`config.mk`:
```
export PLATFORM = sky130hd
export DESIGN_NAME = pomc_ctrl
export DESIGN_NICKNAME = d
export VERILOG_FILES = /design/src/rtl/pomc_pkg.sv /design/src/rtl/pomc_ctrl.sv
export VERILOG_INCLUDE_DIRS = /design/src /design/src/rtl
export SDC_FILE = /design/constraint.sdc
export NUM_CORES = 1
export LEC_CHECK = 0
export BUFFER_PORTS_ARGS = -buffer_cell sky130_fd_sc_hd__clkbuf_2
export CAP_MARGIN = 20
export CORE_UTILIZATION = 60
export DETAILED_ROUTE_END_ITERATION = 8
export PLACE_DENSITY = 0.93
export SLEW_MARGIN = 0
export SYNTH_ARGS = -nofsm -noshare
export SYNTH_HDL_FRONTEND = slang
export SYNTH_SLANG_ARGS = --single-unit
export TNS_END_PERCENT = 100
```
`constraint.sdc`:
```
create_clock -name ref_clk_i -period 4.7 [get_ports ref_clk_i]
set_input_delay 0.705 -clock ref_clk_i [delete_from_list [all_inputs] [get_ports ref_clk_i]]
set_output_delay 0.705 -clock ref_clk_i [all_outputs]
set_load 0.01 [all_outputs]
```
`src/rtl/pomc_params.svh`:
```
// Constants for the operating-mode controller
`ifndef POMC_PARAMS_SVH
`define POMC_PARAMS_SVH
`define POMC_CLK_HZ          50000000
`define POMC_BLINK_MIN_S     3
`define POMC_BLINK_MIN_CYC   (`POMC_CLK_HZ * `POMC_BLINK_MIN_S)
`define POMC_BLINK_HALF_CYC  12500000
`define POMC_BP_COUNT        3
`define POMC_STEP_BP_MAX     2
`define POMC_ADDR_CTRL       4'h0
`define POMC_ADDR_BP_EN      4'h1
`define POMC_ADDR_STATUS     4'h2
`define POMC_ADDR_CYCLES     4'h3
`define POMC_CTRL_START_BIT  0
`define POMC_CTRL_STOP_BIT   1
`define POMC_CTRL_STEP_BIT   2
`define POMC_CTRL_RESUME_BIT 3
`define POMC_CTRL_CLRBP_BIT  4
`endif

```
`src/rtl/pomc_pkg.sv`:
```
// Types shared by the operating-mode controller
`default_nettype none
package pomc_pkg;
    typedef enum logic [1:0] {
        POMC_STOP,
        POMC_STARTUP,
        POMC_RUN,
        POMC_HOLD
    } pomc_mode_type;

    typedef struct packed {
        logic run_lamp;
        logic stop_lamp;
        logic output_inhibit;
    } pomc_lamps_type;
endpackage
`default_nettype wire

```
`src/rtl/pomc_ctrl.sv`:
```
// Operating-mode controller: stop, start-up, run, hold with breakpoints
`include "pomc_params.svh"
`default_nettype none
module pomc_ctrl
    import pomc_pkg::*;
(
    // Clock and reset
    input  wire logic        ref_clk_i,
    input  wire logic        rst_b_i,
    // Register port
    input  wire logic [3:0]  reg_addr_i,
    input  wire logic [31:0] reg_wdata_i,
    input  wire logic        reg_wr_i,
    input  wire logic        reg_rd_i,
    output logic      [31:0] reg_rdata_o,
    // Program engine handshake (same clock, except comm_link_up_i, which is synchronised below)
    input  wire logic        startup_done_i,
    input  wire logic        cycle_end_i,
    input  wire logic [1:0]  bp_hit_idx_i,
    input  wire logic        bp_hit_i,
    input  wire logic        alarm_req_i,
    input  wire logic        fault_stop_i,
    input  wire logic        comm_link_up_i,
    output logic             startup_program_block_o,
    output logic             cyclic_main_block_o,
    output logic             alarm_section_en_o,
    output logic             exec_en_o,
    output logic             timer_en_o,
    output logic             image_refresh_o,
    output logic             step_grant_o,
    output logic             regs_visible_o,
    output logic             comm_processor_link_o,
    // Indicators
    output logic             output_inhibit_o,
    output logic             run_lamp_o,
    output logic             stop_lamp_o,
    output logic [1:0]       mode_o
);

    // ----------------------------------------------------------------
    // Registers and wires
    // ----------------------------------------------------------------
    // State, counters and decoded helpers
    pomc_mode_type             mode_q;
    pomc_mode_type             mode_d;
    logic [`POMC_BP_COUNT-1:0] bp_en_q;
    logic [1:0]                bp_active_cnt;
    logic                      step_pending_q;
    logic                      step_refused_q;
    logic [31:0]               blink_min_q;
    logic [23:0]               blink_div_q;
    logic                      blink_phase_q;
    logic [31:0]               cycle_cnt_q;
    logic                      bp_hit_ok;
    pomc_lamps_type            lamps_d;
    logic                      link_meta_q;
    logic                      link_sync_q;

    // Command strobes decoded from a write to the control word
    wire logic wr_ctrl = reg_wr_i && (reg_addr_i == `POMC_ADDR_CTRL);
    wire logic cmd_start  = wr_ctrl && reg_wdata_i[`POMC_CTRL_START_BIT];
    wire logic cmd_stop   = wr_ctrl && reg_wdata_i[`POMC_CTRL_STOP_BIT];
    wire logic cmd_step   = wr_ctrl && reg_wdata_i[`POMC_CTRL_STEP_BIT];
    wire logic cmd_resume = wr_ctrl && reg_wdata_i[`POMC_CTRL_RESUME_BIT];
    wire logic cmd_clrbp  = wr_ctrl && reg_wdata_i[`POMC_CTRL_CLRBP_BIT];

    // ----------------------------------------------------------------
    // Breakpoints
    // ----------------------------------------------------------------
    // Enables live in one word; the tool may change them in any mode,
    // hold included, and a clear command drops all three at once
    // Count of enabled breakpoints, up to three
    always_comb
    begin
        bp_active_cnt = 2'h0;
        for (int i = 0; i < `POMC_BP_COUNT; i++)
        begin
            bp_active_cnt = bp_active_cnt + {1'b0, bp_en_q[i]};
        end
    end

    // A hit only counts when its breakpoint is enabled
    // An index beyond the third entry reads as no hit
    assign bp_hit_ok = bp_hit_i && (bp_hit_idx_i < 2'(`POMC_BP_COUNT))
                       && bp_en_q[bp_hit_idx_i];

    // Breakpoint enables are writable in any mode, no test mode needed
    always_ff @(posedge ref_clk_i)
    begin
        if (!rst_b_i)
            bp_en_q <= '0;
        else if (cmd_clrbp)
            bp_en_q <= '0;
        else if (reg_wr_i && (reg_addr_i == `POMC_ADDR_BP_EN))
            bp_en_q <= reg_wdata_i[`POMC_BP_COUNT-1:0];
    end

    // ----------------------------------------------------------------
    // Mode machine
    // ----------------------------------------------------------------
    // Stop and fault are tested last so that they override any advance
    // chosen above in the same cycle. Hold is left by stop, by resume or
    // by an accepted step; a step with three breakpoints enabled is
    // dropped and only flagged in status.
    // Next mode; stop command and faults take priority over all
    always_comb
    begin
        mode_d = mode_q;
        unique case (mode_q)
            POMC_STOP:
            begin
                if (cmd_start)
                    mode_d = POMC_STARTUP;
            end
            POMC_STARTUP:
            begin
                if (startup_done_i)
                    mode_d = POMC_RUN;
            end
            POMC_RUN:
            begin
                // A stepped statement ends with its pass, then hold again
                if (bp_hit_ok || (step_pending_q && cycle_end_i))
                    mode_d = POMC_HOLD;
            end
            POMC_HOLD:
            begin
                if (cmd_resume || (cmd_step && (bp_active_cnt <= 2'(`POMC_STEP_BP_MAX))))
                    mode_d = POMC_RUN;
            end
        endcase
        if (cmd_stop || fault_stop_i)
            mode_d = POMC_STOP;
    end

    // Mode register; reset lands in stop
    // Registered outputs come out of reset showing stop as well
    always_ff @(posedge ref_clk_i)
    begin
        if (!rst_b_i)
            mode_q <= POMC_STOP;
        else
            mode_q <= mode_d;
    end

    // Single step: run one statement, then return to hold
    // Resume wins when both bits are written in one word
    // Cleared once out of run, so a stale step never replays
    always_ff @(posedge ref_clk_i)
    begin
        if (!rst_b_i)
            step_pending_q <= 1'b0;
        else if (mode_q == POMC_HOLD && mode_d == POMC_RUN)
            step_pending_q <= cmd_step && !cmd_resume;
        else if (mode_q != POMC_RUN)
            step_pending_q <= 1'b0;
    end

    // Sticky refusal flag, cleared by the next accepted step
    // Set and clear never meet: one step strobe does one or the other
    always_ff @(posedge ref_clk_i)
    begin
        if (!rst_b_i)
            step_refused_q <= 1'b0;
        else if (mode_q == POMC_HOLD && cmd_step
                 && bp_active_cnt > 2'(`POMC_STEP_BP_MAX))
            step_refused_q <= 1'b1;
        else if (mode_q == POMC_HOLD && cmd_step)
            step_refused_q <= 1'b0;
    end

    // ----------------------------------------------------------------
    // Lamp timing
    // ----------------------------------------------------------------
    // Lamp patterns: stop lit in stop and hold, run steady in run,
    // blinking in start-up and hold. All blinking shares one phase,
    // so no lamp can drift against another.
    // Limitation: a new start inside a running window re-arms it in full
    // Minimum blink window, armed once the start-up block begins
    always_ff @(posedge ref_clk_i)
    begin
        if (!rst_b_i)
            blink_min_q <= '0;
        else if (mode_q == POMC_STOP && mode_d == POMC_STARTUP)
            blink_min_q <= 32'(`POMC_BLINK_MIN_CYC);
        else if (blink_min_q != '0)
            blink_min_q <= blink_min_q - 32'h1;
    end

    // Free-running blink divider; the trade is a shared phase for all
    // Half period is a quarter second at the system clock
    always_ff @(posedge ref_clk_i)
    begin
        if (!rst_b_i)
        begin
            blink_div_q   <= '0;
            blink_phase_q <= 1'b0;
        end
        else if (blink_div_q == 24'(`POMC_BLINK_HALF_CYC - 1))
        begin
            blink_div_q   <= '0;
            blink_phase_q <= !blink_phase_q;
        end
        else
            blink_div_q <= blink_div_q + 24'h1;
    end

    // Lamps and inhibit from the next mode so outputs track the mode
    always_comb
    begin
        lamps_d.output_inhibit = (mode_d != POMC_RUN);
        lamps_d.stop_lamp      = (mode_d == POMC_STOP) || (mode_d == POMC_HOLD);
        unique case (mode_d)
            POMC_STOP:
            begin
                lamps_d.run_lamp = 1'b0;
            end
            POMC_STARTUP:
            begin
                lamps_d.run_lamp = blink_phase_q;
            end
            POMC_RUN:
            begin
                lamps_d.run_lamp = 1'b1;
            end
            POMC_HOLD:
            begin
                lamps_d.run_lamp = blink_phase_q;
            end
        endcase
        // Blink window outlasts a short start-up or an early stop
        if (blink_min_q > 32'h1)
        begin
            lamps_d.run_lamp  = blink_phase_q;
            lamps_d.stop_lamp = (mode_d == POMC_STOP) || (mode_d == POMC_HOLD);
        end
    end

    // Indicator outputs registered
    // Reset values show stop: inhibit on, stop lamp lit
    always_ff @(posedge ref_clk_i)
    begin
        if (!rst_b_i)
        begin
            output_inhibit_o <= 1'b1;
            run_lamp_o       <= 1'b0;
            stop_lamp_o      <= 1'b1;
            mode_o           <= 2'h0;
        end
        else
        begin
            output_inhibit_o <= lamps_d.output_inhibit;
            run_lamp_o       <= lamps_d.run_lamp;
            stop_lamp_o      <= lamps_d.stop_lamp;
            mode_o           <= mode_d;
        end
    end

    // ----------------------------------------------------------------
    // Execution control
    // ----------------------------------------------------------------
    // Every enable except image_refresh_o is registered from the next mode, so the engine sees
    // the new mode on the same edge as the mode output changes.
    // Timers run only in run, which freezes them in hold and stop.
    // Enables for the program engine; stop and hold freeze everything,
    // so retained data is left as it was
    always_ff @(posedge ref_clk_i)
    begin
        if (!rst_b_i)
        begin
            startup_program_block_o <= 1'b0;
            cyclic_main_block_o     <= 1'b0;
            alarm_section_en_o      <= 1'b0;
            exec_en_o               <= 1'b0;
            timer_en_o              <= 1'b0;
            image_refresh_o         <= 1'b0;
            step_grant_o            <= 1'b0;
            regs_visible_o          <= 1'b0;
        end
        else
        begin
            startup_program_block_o <= (mode_d == POMC_STARTUP);
            cyclic_main_block_o     <= (mode_d == POMC_RUN);
            alarm_section_en_o      <= (mode_d == POMC_RUN) && alarm_req_i;
            exec_en_o               <= (mode_d == POMC_RUN)
                                       || (mode_d == POMC_STARTUP);
            timer_en_o              <= (mode_d == POMC_RUN);
            image_refresh_o         <= (mode_q == POMC_RUN) && cycle_end_i;
            step_grant_o            <= (mode_q == POMC_HOLD) && (mode_d == POMC_RUN)
                                       && cmd_step && !cmd_resume;
            regs_visible_o          <= (mode_d == POMC_HOLD);
        end
    end

    // Comm links are never dropped because of hold
    // Status comes from the link's own clock, so two flops first
    always_ff @(posedge ref_clk_i)
    begin
        if (!rst_b_i)
        begin
            link_meta_q           <= 1'b0;
            link_sync_q           <= 1'b0;
            comm_processor_link_o <= 1'b0;
        end
        else
        begin
            link_meta_q           <= comm_link_up_i;
            link_sync_q           <= link_meta_q;
            comm_processor_link_o <= link_sync_q;
        end
    end

    // Main-block pass counter; a stepped pass drops back to hold
    // Wraps silently; software works with differences
    always_ff @(posedge ref_clk_i)
    begin
        if (!rst_b_i)
            cycle_cnt_q <= '0;
        else if (mode_q == POMC_RUN && cycle_end_i)
            cycle_cnt_q <= cycle_cnt_q + 32'h1;
    end

    // ----------------------------------------------------------------
    // Register read
    // ----------------------------------------------------------------
    // Word map, four-bit word address:
    //   0 control, write only: bit0 start, bit1 stop, bit2 step,
    //     bit3 resume, bit4 clear all breakpoints
    //   1 breakpoint enables, bits 2:0, read and write
    //   2 status, read only: bit7 step pending, bit6 step refused,
    //     bits 5:4 enabled breakpoint count, bits 1:0 mode
    //   3 completed main-block passes, read only
    //   Control and any other word read as zero
    // Read data one cycle after the strobe; unmapped reads give zero
    always_ff @(posedge ref_clk_i)
    begin
        if (!rst_b_i)
            reg_rdata_o <= '0;
        else if (reg_rd_i)
        begin
            unique case (reg_addr_i)
                `POMC_ADDR_BP_EN:  reg_rdata_o <= {29'h0, bp_en_q};
                `POMC_ADDR_STATUS: reg_rdata_o <= {24'h0, step_pending_q,
                                                   step_refused_q, bp_active_cnt,
                                                   2'h0, mode_q};
                `POMC_ADDR_CYCLES: reg_rdata_o <= cycle_cnt_q;
                default:           reg_rdata_o <= '0;
            endcase
        end
        else
            reg_rdata_o <= '0;
    end

endmodule
`default_nettype wire

```
After elaboration in Yosys (flattened, before gate mapping)
Index checks and enable logic that the tools add are counted.

Register bits after elaboration: 141. Bits of input ports: 48. Output and inout port bits: 46.

Add/subtract/negate cells: 5. $lt $le $gt $ge: 5. Equality and inequality tests: 12. Multiplexer cells: 17. Bitwise gates (word level): 1. Reduce and logical (&&, ||, !) cells: 39.

Operator list (count): $pmux 32 s3 (1); $mux 28 (2); $add 32x1->32 const B (1); $gt 32x1->1 const B (1); $reduce_bool 32->1 (1); $sub 32x1->32 const B (1); $add 24x1->24 const B (1); $eq 24x24->1 const B (1); $logic_and 1x1->1 (20); $mux 2 (6); $eq 2x2->1 const B (4); $eq 4x2->1 const B (2); $pmux 2 s4 (1); $reduce_or 2->1 (4); $reduce_bool 2->1 (3); $logic_or 1x1->1 (5); $mux 1 (5); $eq 2x1->1 const B (2); $eq 4x1->1 const B (1); $logic_not 2->1 (2); $logic_not 4->1 (1); $ne 2x2->1 const B (2); $lt 2x3->1 const B (1); $pmux 1 s3 (1); other kinds (9) (10).

Logic depth before layout (Yosys ltp)
Gate-level depths: netlist of the first run.

Word-level depth: 12. Depth in mapped cells: 11. Gate-level depth less buffers: 11.

Worst setup path after synthesis of the first run
Ideal clock, no wire load.

Path type: in2reg. Start point: in reg_addr_i[1]. End point: reg blink_min_q[0]. Library setup time: 0.128 ns. Arrival: 2.910 ns. Data required time: 4.572 ns. Path slack: 1.663 ns. Stages on the path: 10. Cell sequence: clkbuf_1 -> nor4b_1 -> nand3_1 -> a221o_1 -> a31oi_1 -> ha_1 -> nand2_1 -> nand2_1 -> clkbuf_1 -> nor2_1.

Cells in the longest elaborated chain, start to end: 11. Elaborated cells on any way between the ends: 16.

Ends and longest elaborated chain: start, declared (RTL line pomc_ctrl.sv:11) `input wire logic [3:0] reg_addr_i,`; $logic_not 4->1 (no line) (*); $logic_and 1x1->1 (*) (RTL line pomc_ctrl.sv:60) `` wire logic wr_ctrl = reg_wr_i && (reg_addr_i == `POMC_ADDR_CTRL); ``; $logic_and 1x1->1 (RTL line pomc_ctrl.sv:63) `` wire logic cmd_step = wr_ctrl && reg_wdata_i[`POMC_CTRL_STEP_BIT]; ``; $logic_and 1x1->1 (RTL line pomc_ctrl.sv:128) `` if (cmd_resume || (cmd_step && (bp_active_cnt <= 2'(`POMC_STEP_BP_MAX)))) ``; $logic_or 1x1->1 (RTL line pomc_ctrl.sv:128); $mux 2 (RTL line pomc_ctrl.sv:128); $pmux 2 s4 (RTL line pomc_ctrl.sv:109) `unique case (mode_q)`; $mux 2 (*) (RTL line pomc_ctrl.sv:132) `if (cmd_stop || fault_stop_i)`; named net mode_d[0] (RTL line pomc_ctrl.sv:45) `pomc_mode_type mode_d;`; $eq 2x1->1 (*) (RTL line pomc_ctrl.sv:184) `else if (mode_q == POMC_STOP && mode_d == POMC_STARTUP)`; $logic_and 1x1->1 (*) (RTL line pomc_ctrl.sv:184); $reduce_or 2->1 (no line) (*); end signal, assigned (RTL line pomc_ctrl.sv:185) `` blink_min_q <= 32'(`POMC_BLINK_MIN_CYC); ``; end signal, assigned (RTL line pomc_ctrl.sv:187) `blink_min_q <= blink_min_q - 32'h1;`; end, declared (RTL line pomc_ctrl.sv:50) `logic [31:0] blink_min_q;`.

Mark *: on every way through the listed nets, which the timed path passes. The rest lies on a longest branch. A chain may end at the register's enable or synchronous reset.

Worst setup path after layout of the first run
Start point: reg bp_en_q[0]. End point: reg blink_min_q[2].

Cells in the longest elaborated chain, start to end: 11. Elaborated cells on any way between the ends: 16.

Ends and longest elaborated chain: start, declared (RTL line pomc_ctrl.sv:46) `` logic [`POMC_BP_COUNT-1:0] bp_en_q; ``; start signal, assigned (RTL line pomc_ctrl.sv:95) `` bp_en_q <= reg_wdata_i[`POMC_BP_COUNT-1:0]; ``; $add 1x1->2 (RTL line pomc_ctrl.sv:78) `bp_active_cnt = bp_active_cnt + {1'b0, bp_en_q[i]};`; $add 2x1->2 (RTL line pomc_ctrl.sv:78); $le 2x2->1 (RTL line pomc_ctrl.sv:128); $logic_and 1x1->1 (RTL line pomc_ctrl.sv:128); $logic_or 1x1->1 (RTL line pomc_ctrl.sv:128); $mux 2 (RTL line pomc_ctrl.sv:128); $pmux 2 s4 (*) (RTL line pomc_ctrl.sv:109); $mux 2 (*) (RTL line pomc_ctrl.sv:132); named net mode_d[0] (RTL line pomc_ctrl.sv:45); $eq 2x1->1 (*) (RTL line pomc_ctrl.sv:184); $logic_and 1x1->1 (*) (RTL line pomc_ctrl.sv:184); $reduce_or 2->1 (no line) (*).

Mark *: on every way through the listed nets, which the timed path passes. The rest lies on a longest branch. The select of a mux whose other input is x is not followed.

==> qor.txt, run 1 <==
hold-fix buffers at CTS - 0
placed insts - 800
Cells after Synth - 621
Sink Count - 141
number of remaining DRC errors - 0
Setup TNS - 0 ps
layout cell share with drive strength beyond 1 - 0.165
Arr. time, crit path - 3680 ps
largest net degree at the start of global routing - 38
Buf/Inv on CP - 1
Layout Nets - 747
Pint - 2.46 mW
top post-synthesis cells by area - dfxtp_1 49%, nor2_1 6.8%, xor2_1 6.7%
worst-skew pair later-pin latency - 530 ps
unrepaired setup endpoints after global routing - false
syn_area_per_cell - 9.20 sq um
R2R Path Start - bp_en_q[0]$_SDFFE_PP0P_
Hold Startpoint - comm_link_up_i
Port Buffers - 66
fin. max-slew vios - 0
# Max-Cap Violations - 0
Cell Pwr Density - 571 mW/mm^2
Worst slew margin - 0.415
CTS tree - yes
GRT overflow - 0
CTS buffer count - 17
Clock transition at path regs - 70 ps
drt first pass iters - 6
cell taking the most area after synthesis - dfxtp_1
CP peak stage delay - 620 ps
antenna violations before repair - 0
GPL Wtd Cong - 0.883
Multi-input gate area - 0.00273 sq mm
drt wl/cell - 16.1 um
syn nets - 677
Layout area overhead - 17.8%
PostCTS Resize Cnt - 0
Rows - 35
kind of end point of the critical path - flop
Die X - 99.6 um
Vias - 4773
Max FO, Critical Path - 22
Seq cells post-synth - 141
worst-margin pin slew - 872 ps
cells along the critical path - inv_1 > fa_1 > o21a_1 > o211ai_1 > nand3_1 > a31oi_1 > ha_1 > nand2_1 > nand2_1 > nor2_1
final hold vios - 0
CP dominant cell by count - nand2_1
YS warnings - 0
vias in the first global route - 4705
global-route wire length before repair - 21800 um
leakage - 2.71 nW
Tmin final - 3300 ps
R2R Path End - blink_min_q[2]$_SDFFE_PP0P_
Peak Freq - 303 MHz
status - complete, no violations
DRT antenna net count - 0
VDD IR max - 0.329 mV
Syn Std Cell Area - 0.00572 sq mm
Hold Path Sink - link_meta_q$_SDFF_PN0_
Die Footprint - 0.00992 sq mm
FF+latch area - 0.00282 sq mm
Vias per Instance - 5.73
clk root buf - clkbuf_8
min-delay worst type - primary input to flop
post-synth top area share - 0.494
final wirelength - 13400 um
period utilization - 0.701
Comb power frac - 0.285
clk buf depth - 2
flop2flop setup slack - 1400 ps
distinct cell type count after synthesis - 50
crit path launch type - flop
post-synthesis sequential area ratio - 0.494
Layout Skew - 8.27 ps
H-tree depth - 4
DIE HEIGHT - 99.6 um
minimum hold slack - 389 ps
Sw Share - 0.359
core area - 0.00924 sq mm
Setup Buffers After CTS - 0
sequential share of power - 0.375
ANT cells - 0
Final Core Density - 0.729
Global Route Usage Sum - 0.280
hold path cells - 2
DR iter-0 viols - 300
Initial Util - 0.619
crit-path leading delay family - simple AND/OR/NAND/NOR gates
Fillers - 575
Worst Reg2Reg Path Length in Cells - 10
CP max stage cell - nand2_1
clock group share of total power - 0.340
critical path class - flop to flop
# setup viols final - 0
# IOs - 94
Switching Power - 1.38 mW
Critical Path RT - 5080 ps
final cell count without fillers - 833
DP HPWL - 8580 um
-- worst reg2reg max path, delay by kind of cell (launching register included) --
kind | cells | cell delay (ps)
buffers and inverters | 1 | 90
adder cells (fa/ha/maj) | 2 | 770
AND/OR/NAND/NOR | 4 | 1040
flip-flops | 1 | 400
AO/OA/AOI/OAI | 3 | 850
-- logic make-up (layout without fill, tap and decap cells) --
logic type / after synthesis / count (layout) / synth area share
adder cells (fa/ha/maj): 8 / 8 / 0.0188
XOR/XNOR: 73 / 73 / 0.112
buffers and inverters: 38 / 121 / 0.0285
flip-flops: 141 / 141 / 0.494
multiplexers: 7 / 7 / 0.0123
AND/OR/NAND/NOR: 297 / 297 / 0.270
AO/OA/AOI/OAI: 57 / 57 / 0.0648
-- layout by cell type, fill, tap and decap left out, drive strengths merged, types with 5 or more instances in the layout --
| cell | instances |
|---|---|
| clkbuf | 83 |
| xor2 | 44 |
| nand3 | 24 |
| mux2i | 7 |
| dfxtp | 141 |
| nand4 | 17 |
| or4 | 5 |
| a21oi | 20 |
| or3 | 14 |
| nor3 | 22 |
| nor2b | 5 |
| ha | 7 |
| nand2 | 33 |
| nor4 | 12 |
| and4 | 7 |
| o21ai | 12 |
| buf | 5 |
| inv | 29 |
| nor2 | 104 |
| and3 | 5 |
| xnor2 | 29 |
| and2 | 34 |
-- sequential cells by signal, indices dropped and copies added (netlist names), 2 cells and up --
register,flops
cycle_cnt_q,32
bp_en_q,3
blink_div_q,24
mode_o,2
reg_rdata_o,32
blink_min_q,32
-- per-stage QoR --
stage          instance area, sq um  setup slack [ps]  total power [mW]
5_1_grt                        6730              1190              4.03
2_1_floorplan                  5720              1660              2.36
3_5_place_dp                   6140              1220              2.52
4_1_cts                        6720              1450              3.84
6_report                       6730              1400              3.84
3_3_place_gp                   6140              1260              2.44
-- per-layer routing --
metal  track usage  vias to the layer above  share of wire
met4         0.113                        0          0.027
met1         0.309                     2253           0.39
met5             0                        -              0
met3        0.0843                       45          0.062
li1              -                     2258              -
met2         0.503                      217           0.52
-- synthesized netlist by cell type (all sizes together) --
cell / number
nand2b: 3
nand3: 24
mux2i: 7
o22ai: 1
and4b: 1
and4: 7
a211oi: 4
a31oi: 4
nor3: 22
xnor2: 29
nor4: 12
xor2: 44
o311ai: 2
fa: 1
or4: 5
nor4b: 3
a22oi: 3
and2: 34
o21ai: 12
nand4: 17
or2: 4
a21oi: 20
inv: 18
or3: 14
o211ai: 3
nor2: 104
clkbuf: 16
nor3b: 2
ha: 7
o41ai: 1
a31o: 1
nand2: 33
nor2b: 5
dfxtp: 141
a21o: 4
and3: 5
nand3b: 2
o21a: 1
buf: 4
a221o: 1
-- worst max path at each step --
stage / start / end / slack, ps / cells past startpoint
after global routing: bp_en_q[0]$_SDFFE_PP0P_ / blink_min_q[2]$_SDFFE_PP0P_ / 1190 / 10
after CTS: bp_en_q[0]$_SDFFE_PP0P_ / blink_min_q[18]$_SDFFE_PP0P_ / 1450 / 10
after floorplan: reg_addr_i[1] / blink_min_q[0]$_SDFFE_PP0P_ / 1660 / 10
after global placement: reg_addr_i[1] / blink_min_q[1]$_SDFFE_PP0P_ / 1260 / 10
final: bp_en_q[0]$_SDFFE_PP0P_ / blink_min_q[2]$_SDFFE_PP0P_ / 1400 / 10
after detailed placement: reg_addr_i[1] / blink_min_q[2]$_SDFFE_PP0P_ / 1220 / 10
-- power groups by stage --
stage | registers, mW | logic [mW] | clock network, mW
4_1_cts | 1.44 | 1.09 | 1.31
6_report | 1.44 | 1.10 | 1.31
3_3_place_gp | 1.44 | 1.00 | 0
5_1_grt | 1.45 | 1.20 | 1.37
3_5_place_dp | 1.46 | 1.06 | 0
2_1_floorplan | 1.43 | 0.936 | 0
-- final cells by class --
type                    count  area share
repair buffers             71      0.0546
flip-flops and latches    141       0.419
inverters                  18      0.0100
well taps                 129      0.0240
multi-input cells         442       0.406
clock inverters            15      0.0249
clock buffers              17      0.0615
No activity file was read; power rests on OpenSTA's default activity.
==> run 2, diff against run 1 <==
--- a/config.mk
+++ b/config.mk
@@ -8,9 +8,9 @@
 export LEC_CHECK = 0
 export BUFFER_PORTS_ARGS = -buffer_cell sky130_fd_sc_hd__clkbuf_2
 export CAP_MARGIN = 20
-export CORE_UTILIZATION = 60
+export CORE_UTILIZATION = 50
 export DETAILED_ROUTE_END_ITERATION = 8
-export PLACE_DENSITY = 0.93
+export PLACE_DENSITY = 0.84
 export SLEW_MARGIN = 0
 export SYNTH_ARGS = -nofsm -noshare
 export SYNTH_HDL_FRONTEND = slang
==> constraint.sdc (replaced) <==
create_clock -name ref_clk_i -period 2.95 [get_ports ref_clk_i]
set_input_delay 0.4425 -clock ref_clk_i [delete_from_list [all_inputs] [get_ports ref_clk_i]]
set_output_delay 0.4425 -clock ref_clk_i [all_outputs]
set_load 0.01 [all_outputs]
==> qor.txt, run 2 (same netlist as run 1, synthesis figures left out) <==
commonest non-fill, non-tap cells in the layout - 141 x dfxtp_1, 104 x nor2_1, 66 x clkbuf_2
Die X - 109 um
DP HPWL - 8570 um
hold-fix buffers at CTS - 0
fin. max-slew vios - 0
CTS tree - yes
Hold Startpoint - comm_link_up_i
global-route wire length before repair - 20600 um
leakage - 2.73 nW
Setup TNS - 0 ps
wl on met1 - 5270 um
unrepaired setup endpoints after global routing - false
VDD IR max - 0.909 mV
most common cell after layout, fill and taps aside - dfxtp_1
number of remaining DRC errors - 0
# Max-Cap Violations - 0
Sink Count - 141
Vias - 4631
Layout Skew - 8.44 ps
Initial Util - 0.520
Tmin final - 2710 ps
H-tree depth - 4
biggest regs - blink_min_q x32, cycle_cnt_q x32, reg_rdata_o x32
drt wl/cell - 14.6 um
Critical Path Source - bp_en_q[0]$_SDFFE_PP0P_
DR top layer - met4
# setup viols final - 0
Max FO, Critical Path - 22
GPL Wtd Cong - 0.841
Arr. time, crit path - 3000 ps
vias in the first global route - 4478
routed wl met3 - 515 um
PostCTS Resize Cnt - 0
clk root buf - clkbuf_16
Layout Nets - 751
worst-skew pair later-pin latency - 420 ps
DR iter-0 viols - 245
core area - 0.0110 sq mm
critical path class - flop to flop
placed insts - 816
largest net degree at the start of global routing - 40
Die Footprint - 0.0119 sq mm
final hold vios - 0
Vias per Instance - 5.46
status - complete, no violations
DIE HEIGHT - 109 um
Cell Pwr Density - 904 mW/mm^2
CTS buffer count - 17
crit path launch type - flop
Port Buffers - 66
GRT overflow - 0
drt first pass iters - 4
Worst slew margin - 0.586
final wirelength - 12300 um
final cell count without fillers - 848
Clock transition at path regs - 60 ps
kind of end point of the critical path - flop
# IOs - 94
met2 wire len - 6210 um
Setup Buffers After CTS - 0
Global Route Usage Sum - 0.224
period utilization - 0.918
min-delay worst type - primary input to flop
antenna violations before repair - 0
layout cell share with drive strength beyond 1 - 0.169
R2R Path Start - bp_en_q[0]$_SDFFE_PP0P_
DRT antenna net count - 0
Rows - 38
worst-margin pin slew - 616 ps
clk buf depth - 2
ANT cells - 0
Layout area overhead - 18.7%
Peak Freq - 369 MHz
Critical Path RT - 3240 ps
run 2: layout make-up:
cell class / instances / area [sq um]
Sequential cell: 141 / 2820
Inverter: 18 / 67.6
Multi-Input combinational cell: 442 / 2740
Timing Repair Buffer: 75 / 398
Clock inverter: 14 / 155
Clock buffer: 18 / 429
Fill cell: 869 / 4200
Tap cell: 140 / 175
run 2: worst max-delay path: stages, from the launching register on:
cell and delay, ps:
dfxtp_1 390, inv_1 90, fa_1 530, o21a_1 210, o211ai_1 150, nand3_1 110, a31oi_2 260, ha_1 210
nand2_1 160, nand2_1 110, buf_4 260, a211oi_1 90
run 2: path summary, 6_finish.rpt:
check / end / slack (ps) / depth (start not counted)
max reg2reg: blink_min_q[1]$_SDFFE_PP0P_ / 240 / 11
max: blink_min_q[1]$_SDFFE_PP0P_ / 240 / 11
min: link_meta_q$_SDFF_PN0_ / 240 / 2
min reg2reg: comm_processor_link_o$_SDFF_PN0_ / 440 / 1
run 2: power breakdown:
group / internal [mW] / leakage, nW / switching, mW
combinational: 0.667 / 1.31 / 1.07
clock: 1.26 / 0.282 / 0.854
sequential: 2.09 / 1.14 / 0.186
run 2: per-stage QoR:
stage | utilization | instance area (sq um) | setup slack (ps) | hold WS (ps) | total power [mW]
floorplan | - | 5720 | 175 | 412 | 3.76
finish | 0.618 | 6780 | 241 | 241 | 6.13
detailed placement | 0.564 | 6190 | 125 | 426 | 4.02
global placement | 0.564 | 6190 | 230 | 433 | 3.91
global route | 0.618 | 6780 | 56.2 | 239 | 6.47
CTS | 0.617 | 6780 | 199 | 240 | 6.14
run 2: layer usage:
metal | vias up | track usage
li1 | 2268 | -
met1 | 2205 | 0.262
met2 | 128 | 0.377
met3 | 30 | 0.0568
met4 | 0 | 0.120
met5 | - | 0
